--- src/mod_bits_params.svh ---
`ifndef MOD_BITS_PARAMS_SVH
`define MOD_BITS_PARAMS_SVH

// register byte offsets
`define REG_RESULT       12'h000
`define REG_CONTROL      12'h004
`define REG_STATUS       12'h008

// control field positions
`define GAIN_LSB         0
`define IRQ_MODE_LSB     4
`define CLK_SEL_LSB      6
`define RESTART_BIT      8

// reset values
`define CONTROL_RST      9'h001
`define DEFAULT_CODE     4'h3

// timing counts, in analog master clock periods
`define SYNC_PERIODS     2'h2
`define BITS_PER_SAMPLE  3'h4

`endif

--- src/mod_bits_pkg.sv ---
package mod_bits_pkg;

   typedef enum logic [2:0] {
      ST_NORMAL = 3'b001,
      ST_SYNC   = 3'b010,
      ST_STREAM = 3'b100
   } stream_state_t;

   typedef logic [2:0] gain_code_t;
   typedef logic [3:0] thermo_t;

endpackage

--- src/modulator_bitstream_and_gain.sv ---
// Behaviour
// RL1: gain codes 0..7 give 1/3,1,2,4,8,16,32,64
// RL2: above 16x analog stays 16x, rest digital
// RL3: digital gain sits after modulator, in filter path
// RL4: modulator result refreshed once per sampling clock
// RL5: bitstream mode drives pin and result register
// RL6: bitstream mode stops filter and data ready
// RL7: bitstream mode always drives the shared pin
// RL8: five levels encoded as four-bit thermometer
// RL9: four bits sent serially, msb first
// RL10: clock select 11 drives master clock out
// RL11: receiver clocks bits with master clock ratio
// RL12: bitstream idles at default zero code
// RL13: restart holds pin high two periods, then default
// RL14: four bits per sampling clock period
//
// The APB slave port is this design's own decision.
`include "mod_bits_params.svh"

module modulator_bitstream_and_gain
   import mod_bits_pkg::*;
#(
   parameter int ADDR_W = 12,
   parameter int FRAC_W = 2
) (
   // clock and reset
   input  wire logic              i_core_clk,
   input  wire logic              i_rst,
   // apb slave
   input  wire logic              i_psel,
   input  wire logic              i_penable,
   input  wire logic              i_pwrite,
   input  wire logic [ADDR_W-1:0] i_paddr,
   input  wire logic [31:0]       i_pwdata,
   output logic [31:0]            o_prdata,
   output logic                   o_pready,
   output logic                   o_pslverr,
   // analog front end
   input  wire logic              i_analog_master_clock,
   input  wire logic [2:0]        i_mod_level,
   output logic [2:0]             o_analog_gain,
   output logic                   o_filter_en,
   // decimation filter
   input  wire logic [15+FRAC_W:0] i_filt_data,
   input  wire logic              i_filt_valid,
   // pins
   output logic                   o_event_or_bitstream_pin,
   output logic                   o_event_or_bitstream_pin_oe,
   output logic                   o_mclk_pin,
   output logic                   o_mclk_pin_oe,
   output logic                   o_data_ready
);

   // elaboration check on the parameters
   if (ADDR_W < 4 || FRAC_W < 1 || FRAC_W > 8) begin : g_param_check
      $error("unsupported parameter values");
   end

   localparam int DW = 16 + FRAC_W;

   // thermometer encoding of a signed five-level result
   function automatic thermo_t encode_level(input logic [2:0] lvl);
      case (lvl)
         3'h2:    encode_level = 4'hF;
         3'h1:    encode_level = 4'h7;
         3'h7:    encode_level = 4'h1;
         3'h6:    encode_level = 4'h0;
         default: encode_level = 4'h3;
      endcase
   endfunction

   // shift and round the filter word, saturating to 16 bits
   function automatic logic [15:0] digital_gain(input logic [DW-1:0] d,
                                                input gain_code_t g);
      logic signed [DW+2:0] ext;
      logic signed [DW+2:0] rnd;
      ext = {{3{d[DW-1]}}, d};
      case (g)
         3'h6:    ext = ext <<< 1;
         3'h7:    ext = ext <<< 2;
         default: ext = ext;
      endcase
      rnd = (ext + (DW+3)'(1 << (FRAC_W - 1))) >>> FRAC_W;
      if (rnd > (DW+3)'(32767)) begin
         digital_gain = 16'h7FFF;
      end else if (rnd < -(DW+3)'(32768)) begin
         digital_gain = 16'h8000;
      end else begin
         digital_gain = rnd[15:0];
      end
   endfunction

   // input synchronisers
   logic       analog_master_clock_s1_r;
   logic       analog_master_clock_s2_r;
   logic       analog_master_clock_s3_r;
   logic [2:0] lvl_s1_r;
   logic [2:0] lvl_s2_r;

   always_ff @(posedge i_core_clk or posedge i_rst) begin
      if (i_rst) begin
         analog_master_clock_s1_r <= 1'b0;
         analog_master_clock_s2_r <= 1'b0;
         analog_master_clock_s3_r <= 1'b0;
         lvl_s1_r   <= 3'h0;
         lvl_s2_r   <= 3'h0;
      end else begin
         analog_master_clock_s1_r <= i_analog_master_clock;
         analog_master_clock_s2_r <= analog_master_clock_s1_r;
         analog_master_clock_s3_r <= analog_master_clock_s2_r;
         lvl_s1_r   <= i_mod_level;
         lvl_s2_r   <= lvl_s1_r;
      end
   end

   logic analog_master_clock_tick;
   assign analog_master_clock_tick = analog_master_clock_s2_r & ~analog_master_clock_s3_r;

   // apb access and registers
   logic [8:0]  ctrl_r;
   logic [8:0]  ctrl_nxt;
   logic [15:0] result_r;
   logic [15:0] result_nxt;
   logic        ready_r;
   logic        ready_nxt;
   logic        pready_r;
   logic        pready_nxt;
   logic        pslverr_r;
   logic        pslverr_nxt;
   logic [31:0] prdata_r;
   logic [31:0] prdata_nxt;
   logic        restart_r;
   logic        restart_nxt;

   gain_code_t    gain;
   logic [1:0]    irq_mode;
   logic [1:0]    clk_sel;
   logic          bits_mode;
   stream_state_t state_r;
   stream_state_t state_nxt;
   logic [1:0]    sync_cnt_r;
   logic [1:0]    sync_cnt_nxt;
   thermo_t       code_now;
   logic          ser_bit;
   logic          ser_load;

   assign gain      = ctrl_r[`GAIN_LSB +: 3];
   assign irq_mode  = ctrl_r[`IRQ_MODE_LSB +: 2];
   assign clk_sel   = ctrl_r[`CLK_SEL_LSB +: 2];
   assign bits_mode = irq_mode[1]; // RL5
   assign code_now  = encode_level(lvl_s2_r); // RL8

   logic acc_done;
   logic wr_ok;
   logic rd_result;
   assign acc_done  = i_psel & i_penable & pready_r;
   assign wr_ok     = acc_done & i_pwrite & (i_paddr == ADDR_W'(`REG_CONTROL));
   assign rd_result = acc_done & ~i_pwrite & (i_paddr == ADDR_W'(`REG_RESULT));

   always_comb begin
      ctrl_nxt    = ctrl_r;
      restart_nxt = 1'b0;
      pready_nxt  = i_psel & i_penable & ~pready_r;
      pslverr_nxt = 1'b0;
      prdata_nxt  = 32'h0000_0000;
      if (i_psel & i_penable & ~pready_r) begin
         case (i_paddr)
            ADDR_W'(`REG_RESULT):  prdata_nxt = {16'h0000, result_r};
            ADDR_W'(`REG_CONTROL): prdata_nxt = {23'h000000, ctrl_r};
            ADDR_W'(`REG_STATUS):  prdata_nxt = {20'h00000, ser_bit, state_r,
                                                 code_now, 3'h0, ready_r};
            default:               pslverr_nxt = 1'b1;
         endcase
         if (i_pwrite && i_paddr == ADDR_W'(`REG_STATUS)) begin
            pslverr_nxt = 1'b1;
         end
      end
      if (wr_ok) begin
         ctrl_nxt    = {1'b0, i_pwdata[7:0]};
         restart_nxt = i_pwdata[`RESTART_BIT];
      end
   end

   always_ff @(posedge i_core_clk or posedge i_rst) begin
      if (i_rst) begin
         ctrl_r    <= `CONTROL_RST;
         restart_r <= 1'b0;
         pready_r  <= 1'b0;
         pslverr_r <= 1'b0;
         prdata_r  <= 32'h0000_0000;
      end else begin
         ctrl_r    <= ctrl_nxt;
         restart_r <= restart_nxt;
         pready_r  <= pready_nxt;
         pslverr_r <= pslverr_nxt;
         prdata_r  <= prdata_nxt;
      end
   end

   // result register and data ready flag
   always_comb begin
      result_nxt = result_r;
      ready_nxt  = ready_r;
      if (rd_result) begin
         ready_nxt = 1'b0;
      end
      if (bits_mode) begin
         ready_nxt = 1'b0; // RL6
         if (ser_load) begin
            result_nxt = {12'h000, code_now}; // RL4 RL5
         end
      end else if (i_filt_valid) begin
         result_nxt = digital_gain(i_filt_data, gain); // RL2 RL3
         ready_nxt  = 1'b1;
      end
   end

   always_ff @(posedge i_core_clk or posedge i_rst) begin
      if (i_rst) begin
         result_r <= 16'h0000;
         ready_r  <= 1'b0;
      end else begin
         result_r <= result_nxt;
         ready_r  <= ready_nxt;
      end
   end

   // bitstream sequencing
   always_comb begin
      state_nxt    = state_r;
      sync_cnt_nxt = sync_cnt_r;
      case (state_r)
         ST_NORMAL: begin
            if (bits_mode) begin
               state_nxt    = ST_SYNC;
               sync_cnt_nxt = 2'h0;
            end
         end
         ST_SYNC: begin
            // count 0 holds the pin until the first tick, so both high sync periods are whole
            if (analog_master_clock_tick) begin
               if (sync_cnt_r == `SYNC_PERIODS) begin
                  state_nxt = ST_STREAM; // RL13
               end else begin
                  sync_cnt_nxt = sync_cnt_r + 2'h1; // RL13
               end
            end
         end
         ST_STREAM: begin
            if (restart_r) begin
               state_nxt    = ST_SYNC; // RL13
               sync_cnt_nxt = 2'h0;
            end
         end
         default: begin
            state_nxt    = ST_NORMAL;
            sync_cnt_nxt = 2'h0;
         end
      endcase
      if (!bits_mode) begin
         state_nxt = ST_NORMAL;
      end else if (restart_r) begin
         state_nxt    = ST_SYNC;
         sync_cnt_nxt = 2'h0;
      end
   end

   always_ff @(posedge i_core_clk or posedge i_rst) begin
      if (i_rst) begin
         state_r    <= ST_NORMAL;
         sync_cnt_r <= 2'h0;
      end else begin
         state_r    <= state_nxt;
         sync_cnt_r <= sync_cnt_nxt;
      end
   end

   thermo_serializer u_ser (
      .i_core_clk (i_core_clk),
      .i_rst      (i_rst),
      .i_tick     (analog_master_clock_tick),
      .i_restart  (state_r != ST_STREAM),
      .i_code     (code_now),
      .o_bit      (ser_bit),
      .o_load     (ser_load)
   );

   // output pins
   logic pin_r;
   logic pin_nxt;
   logic pin_oe_r;
   logic pin_oe_nxt;
   logic mclk_r;
   logic mclk_nxt;
   logic mclk_oe_r;
   logic mclk_oe_nxt;
   logic [2:0] again_nxt;
   logic [2:0] again_q;
   logic filt_en_r;

   always_comb begin
      case (state_r)
         ST_SYNC: begin
            pin_nxt    = (sync_cnt_r == 2'h0) ? pin_r : 1'b1; // RL13
            pin_oe_nxt = 1'b1; // RL7
         end
         ST_STREAM: begin
            pin_nxt    = ser_bit; // RL5 RL9
            pin_oe_nxt = 1'b1; // RL7
         end
         default: begin
            pin_nxt    = 1'b0;
            pin_oe_nxt = ready_nxt | bits_mode; // RL7
         end
      endcase
      mclk_oe_nxt = (clk_sel == 2'h3); // RL10
      mclk_nxt    = mclk_oe_nxt & analog_master_clock_s2_r; // RL10
      again_nxt   = (gain > 3'h5) ? 3'h5 : gain; // RL1 RL2
   end

   always_ff @(posedge i_core_clk or posedge i_rst) begin
      if (i_rst) begin
         pin_r     <= 1'b0;
         pin_oe_r  <= 1'b0;
         mclk_r    <= 1'b0;
         mclk_oe_r <= 1'b0;
         again_q   <= 3'h1;
         filt_en_r <= 1'b1;
      end else begin
         pin_r     <= pin_nxt;
         pin_oe_r  <= pin_oe_nxt;
         mclk_r    <= mclk_nxt;
         mclk_oe_r <= mclk_oe_nxt;
         again_q   <= again_nxt;
         filt_en_r <= ~bits_mode; // RL6
      end
   end

   assign o_prdata                    = prdata_r;
   assign o_pready                    = pready_r;
   assign o_pslverr                   = pslverr_r;
   assign o_analog_gain               = again_q;
   assign o_filter_en                 = filt_en_r;
   assign o_event_or_bitstream_pin    = pin_r;
   assign o_event_or_bitstream_pin_oe = pin_oe_r;
   assign o_mclk_pin                  = mclk_r;
   assign o_mclk_pin_oe               = mclk_oe_r;
   assign o_data_ready                = ready_r;

endmodule

--- src/thermo_serializer.sv ---
`include "mod_bits_params.svh"

module thermo_serializer
   import mod_bits_pkg::*;
(
   // clock and reset
   input  wire logic    i_core_clk,
   input  wire logic    i_rst,
   // control
   input  wire logic    i_tick,
   input  wire logic    i_restart,
   input  wire thermo_t i_code,
   // serial side
   output logic         o_bit,
   output logic         o_load
);

   thermo_t    cur_r;
   thermo_t    cur_nxt;
   logic [1:0] cnt_r;
   logic [1:0] cnt_nxt;

   always_comb begin
      cur_nxt = cur_r;
      cnt_nxt = cnt_r;
      o_load  = 1'b0;
      if (i_restart) begin
         cur_nxt = `DEFAULT_CODE; // RL13
         cnt_nxt = 2'h0;
      end else if (i_tick) begin
         cnt_nxt = cnt_r + 2'h1; // RL9
         if (cnt_r == 2'(`BITS_PER_SAMPLE - 3'h1)) begin
            cur_nxt = i_code; // RL14
            o_load  = 1'b1;
         end
      end
   end

   // msb first, so the pattern on the wire equals the comparator code
   assign o_bit = cur_r[2'h3 - cnt_r]; // RL9

   always_ff @(posedge i_core_clk or posedge i_rst) begin
      if (i_rst) begin
         cur_r <= `DEFAULT_CODE; // RL12
         cnt_r <= 2'h0;
      end else begin
         cur_r <= cur_nxt;
         cnt_r <= cnt_nxt;
      end
   end

endmodule

--- config.mk ---
export PLATFORM = sky130hd
export DESIGN_NAME = modulator_bitstream_and_gain
export DESIGN_NICKNAME = d
export VERILOG_FILES = /design/src/mod_bits_pkg.sv /design/src/modulator_bitstream_and_gain.sv /design/src/thermo_serializer.sv
export VERILOG_INCLUDE_DIRS = /design/src /design/src/src
export SDC_FILE = /design/constraint.sdc
export NUM_CORES = 1
export LEC_CHECK = 0
export ABC_AREA = 1
export BUFFER_PORTS_ARGS = -buffer_cell sky130_fd_sc_hd__clkbuf_2
export CAP_MARGIN = 20
export CORE_MARGIN = 2
export CORE_UTILIZATION = 45
export DETAILED_ROUTE_END_ITERATION = 8
export GPL_ROUTABILITY_DRIVEN = 0
export HOLD_SLACK_MARGIN = 0.03
export MAX_ROUTING_LAYER = met4
export PLACE_DENSITY = 0.7
export SYNTH_ARGS = -nofsm -noshare
export SYNTH_HDL_FRONTEND = slang
export SYNTH_SLANG_ARGS = --single-unit
--- constraint.sdc ---
create_clock -name i_core_clk -period 3.4 [get_ports i_core_clk]
set_input_delay 0.68 -clock i_core_clk [delete_from_list [all_inputs] [get_ports i_core_clk]]
set_output_delay 0.68 -clock i_core_clk [all_outputs]
set_load 0.01 [all_outputs]
==> flow_summary.toml <==
[drt]
first_pass_iters = 5
wl_mm = 9.56
detail_route.wl_per_cell_um = 11.9
drt_iter0_markers = 298
ant_nets = 0
drc = 0
vias = 3918
viasPerCell = 4.86

[finish]
final_area_um2 = 4960
drive_gt1_share_pct = 18.9
antenna_cells = 0
final_nets = 749
area_delta_synth_final_pct = 14.8

[clock_tree]
cts_resized = 0
cts_buffers = 9
clock_latency_ns = 0.35
clock_path_buffers = 2
post_cts_buffers = 0
cts_hold_buffers = 0
cts.clk_slew.worst_paths_ns = 0.09
cts_root_buffer = "clkbuf_8"
cts.sinks = 72
tritoncts = "yes"
htreeDepth = 3

[synth]
syn_inst = 596
synthAdderAreaFrac_pct = 1.45
yosysSeqAreaShare_pct = 41.9
synthMuxAreaShare_pct = 2.09
synth_xor_area_share_pct = 2.84
synth_seq_cells = 72
synth_top_family_by_area = "simple AND/OR/NAND/NOR gates"
post_synth.cell_area_avg_um2 = 7.24
synth_cell_types = 39
yosys_warnings = 0
synthSimpleGateAreaFrac_pct = 32.5
synth_area_um2 = 4320
synth_compound_area_share_pct = 6.43

[sta]
hold_viol_final = 0
setup_tns_ns = 0
rsz0062_at_grt = "false"
slew_violations = 0
hold_ws_ns = 0.359
worstMarginPinSlew_ns = 0.876
fmax_mhz = 342
layout_min_cycle_time_ns = 2.92
fin_crit_sh_pct = 85.9
relSlewSlack_pct = 41.6
setup-violations-final = 0
finClkSkew_ns = 0.0120

[critical_path]
arrival_ns = 3.16
crit_path_end_kind = "register"
cpPeakStageDelay_ns = 0.55
critical_path.most_common_cell = "nand2_1"
worstSetupStartpointType = "register"
required_ns = 3.64
crit_fanout = 13
worstPathCellList = "nand2_2 > inv_1 > o21ai_0 > o21ai_1 > inv_1 > ha_1 > inv_1 > nor2_1 > nand2_2 > nor2_4 > nand4_1 > nand2_1 > nand3_1 > nand2_1 > nand2_1 > nand2_1 > nand2_1"
slowest_stage = "dfrtp_1"
crit_type = "reg2reg"

[power]
powerDensity_nw_per_um2 = 361
leakage_uw = 0.00282
vdd_drop_max_v = 0.000180

[global_route]
grt_pass1_vias = 3646
antenna_found_initial = 0
grt.total_usage_pct = 20.1
grt_max_degree = 73
grt_pass1_wl_mm = 16.0
grt.overflow.total = 0

[run_status]
outcome = "finished, final reports clean"

[place]
hpwl_mm = 7.51
placed_area_um2 = 4750
io_buffers = 75

[die]
core-area_um2 = 9280
io-pin-count = 115
die_h_um = 102
rows = 35
die_w_um = 102
initial_core_util_pct = 46.5
die_area_um2 = 10400

[job]
cap_violations = 0

[min_path]
hp-class = "reg2reg"
through the flow:
step                      instances  utilization [%]  setup WS (ns)  power [uW]
after floorplan                 611                -          0.905        1060
after detailed placement        790             51.2          0.486        1110
after global routing            806             53.4          0.168        1890
final                           806             53.4          0.480        1790
after global placement          790             51.2          0.568        1100
after CTS                       806             53.4          0.494        1810
Yosys cell counts:
cell / count / area share (%)
a211oi_1: 1 / 0.17
a21oi_1: 12 / 1.4
a21oi_2: 1 / 0.20
a221oi_1: 1 / 0.20
a22o_1: 3 / 0.61
a31oi_1: 2 / 0.29
and2_1: 3 / 0.43
buf_2: 2 / 0.23
buf_4: 17 / 3.0
buf_6: 3 / 0.78
clkbuf_1: 9 / 0.78
clkinv_1: 1 / 0.087
conb_1: 1 / 0.087
dfrtp_1: 66 / 38
dfstp_2: 6 / 3.7
ha_1: 5 / 1.4
inv_1: 87 / 7.6
inv_2: 3 / 0.26
mux2_2: 8 / 2.1
nand2_1: 198 / 17
nand2_2: 3 / 0.43
nand2_4: 1 / 0.26
nand3_1: 32 / 3.7
nand3_2: 2 / 0.46
nand3b_1: 1 / 0.17
nand4_1: 18 / 2.6
nor2_1: 57 / 5.0
nor2_2: 1 / 0.15
nor2_4: 3 / 0.78
nor3_1: 4 / 0.46
nor3b_2: 1 / 0.29
nor4_1: 4 / 0.58
o211ai_1: 5 / 0.87
o21ai_0: 16 / 1.9
o21ai_1: 1 / 0.12
o21bai_1: 1 / 0.17
o221a_2: 1 / 0.26
o22ai_1: 2 / 0.29
xor2_1: 14 / 2.8
final cells by class:
cell class / instances / area (um^2)
Clock buffer: 9 / 124
Multi-Input combinational cell: 417 / 2020
Sequential cell: 72 / 1810
Inverter: 91 / 342
Fill cell: 910 / 4330
Clock inverter: 7 / 83.8
Tap cell: 129 / 161
Timing Repair Buffer: 81 / 420
kinds of logic (layout without fill, tap and decap cells):
family | after synthesis | in the layout
and+or+nand+nor | 328 | 328
buffers and inverters | 122 | 188
DFF | 72 | 72
AOI/OAI and AO/OA | 46 | 46
xor gates and xnor gates | 14 | 14
muxes | 8 | 8
adders and majority gates | 5 | 5
other | 1 | 16
critical path, delay by kind of cell, from the launching register on:
kind	cells	cell delay [ns]
AND/OR/NAND/NOR	11	1.67
flip-flops	1	0.55
buffers and inverters	3	0.23
adder cells (fa/ha/maj)	1	0.19
AO/OA/AOI/OAI	2	0.17
cells in the final DEF (no fill, tap or decap), drive strengths merged:
cell type  instances
o22ai              2
o221a              1
nor2              61
nand3b             1
nand3             34
o211ai             5
o21bai             1
ha                 5
nor3               4
xor2              14
clkbuf            84
a22o               3
bufinv             1
a31oi              2
nor4               4
dfstp              6
conb              16
o21ai             17
a21oi             13
inv               94
mux2               8
a221oi             1
and2               3
nor3b              1
clkinvlp           1
nand4             18
dfrtp             66
nand2            202
a211oi             1
clkinv             2
buf                6
per-layer routing:
metal	track usage (%)	vias to the layer above	wire, um
met3	3.63	9	564
met2	33.9	124	4680
met1	24.6	1810	4190
met5	-	-	0
met4	6.56	0	119
li1	-	1975	-
report_power, final:
part | leakage [uW] | total [uW] | switching [uW] | internal [uW]
clock network | 0.000103 | 700 | 348 | 353
logic | 0.00180 | 191 | 126 | 65.0
registers | 0.000919 | 899 | 15.1 | 883
worst paths after layout:
path,start,endpoint,slack (ns),cells past startpoint
worst max-delay path,ctrl_r[1],result_r[8],0.48,17
worst min-delay path,analog_master_clock_s1_r,analog_master_clock_s2_r,0.36,0
worst max register to register,ctrl_r[1],result_r[8],0.48,17
worst min register to register,analog_master_clock_s1_r,analog_master_clock_s2_r,0.36,0
max in group asynchronous,i_rst,result_r[7],2.26,3
min in group asynchronous,i_rst,o_prdata[13],0.56,3
registers in the layout, summed over array words and instances, names as in the netlist, 2 cells and up:
register and count:
u_ser.cnt_r 2, u_ser.cur_r 4, o_prdata 16, o_analog_gain 3
lvl_s1_r 3, lvl_s2_r 3, ctrl_r 8, result_r 16
sync_cnt_r 2, state_r 3
(Power assumes the default switching activity.)
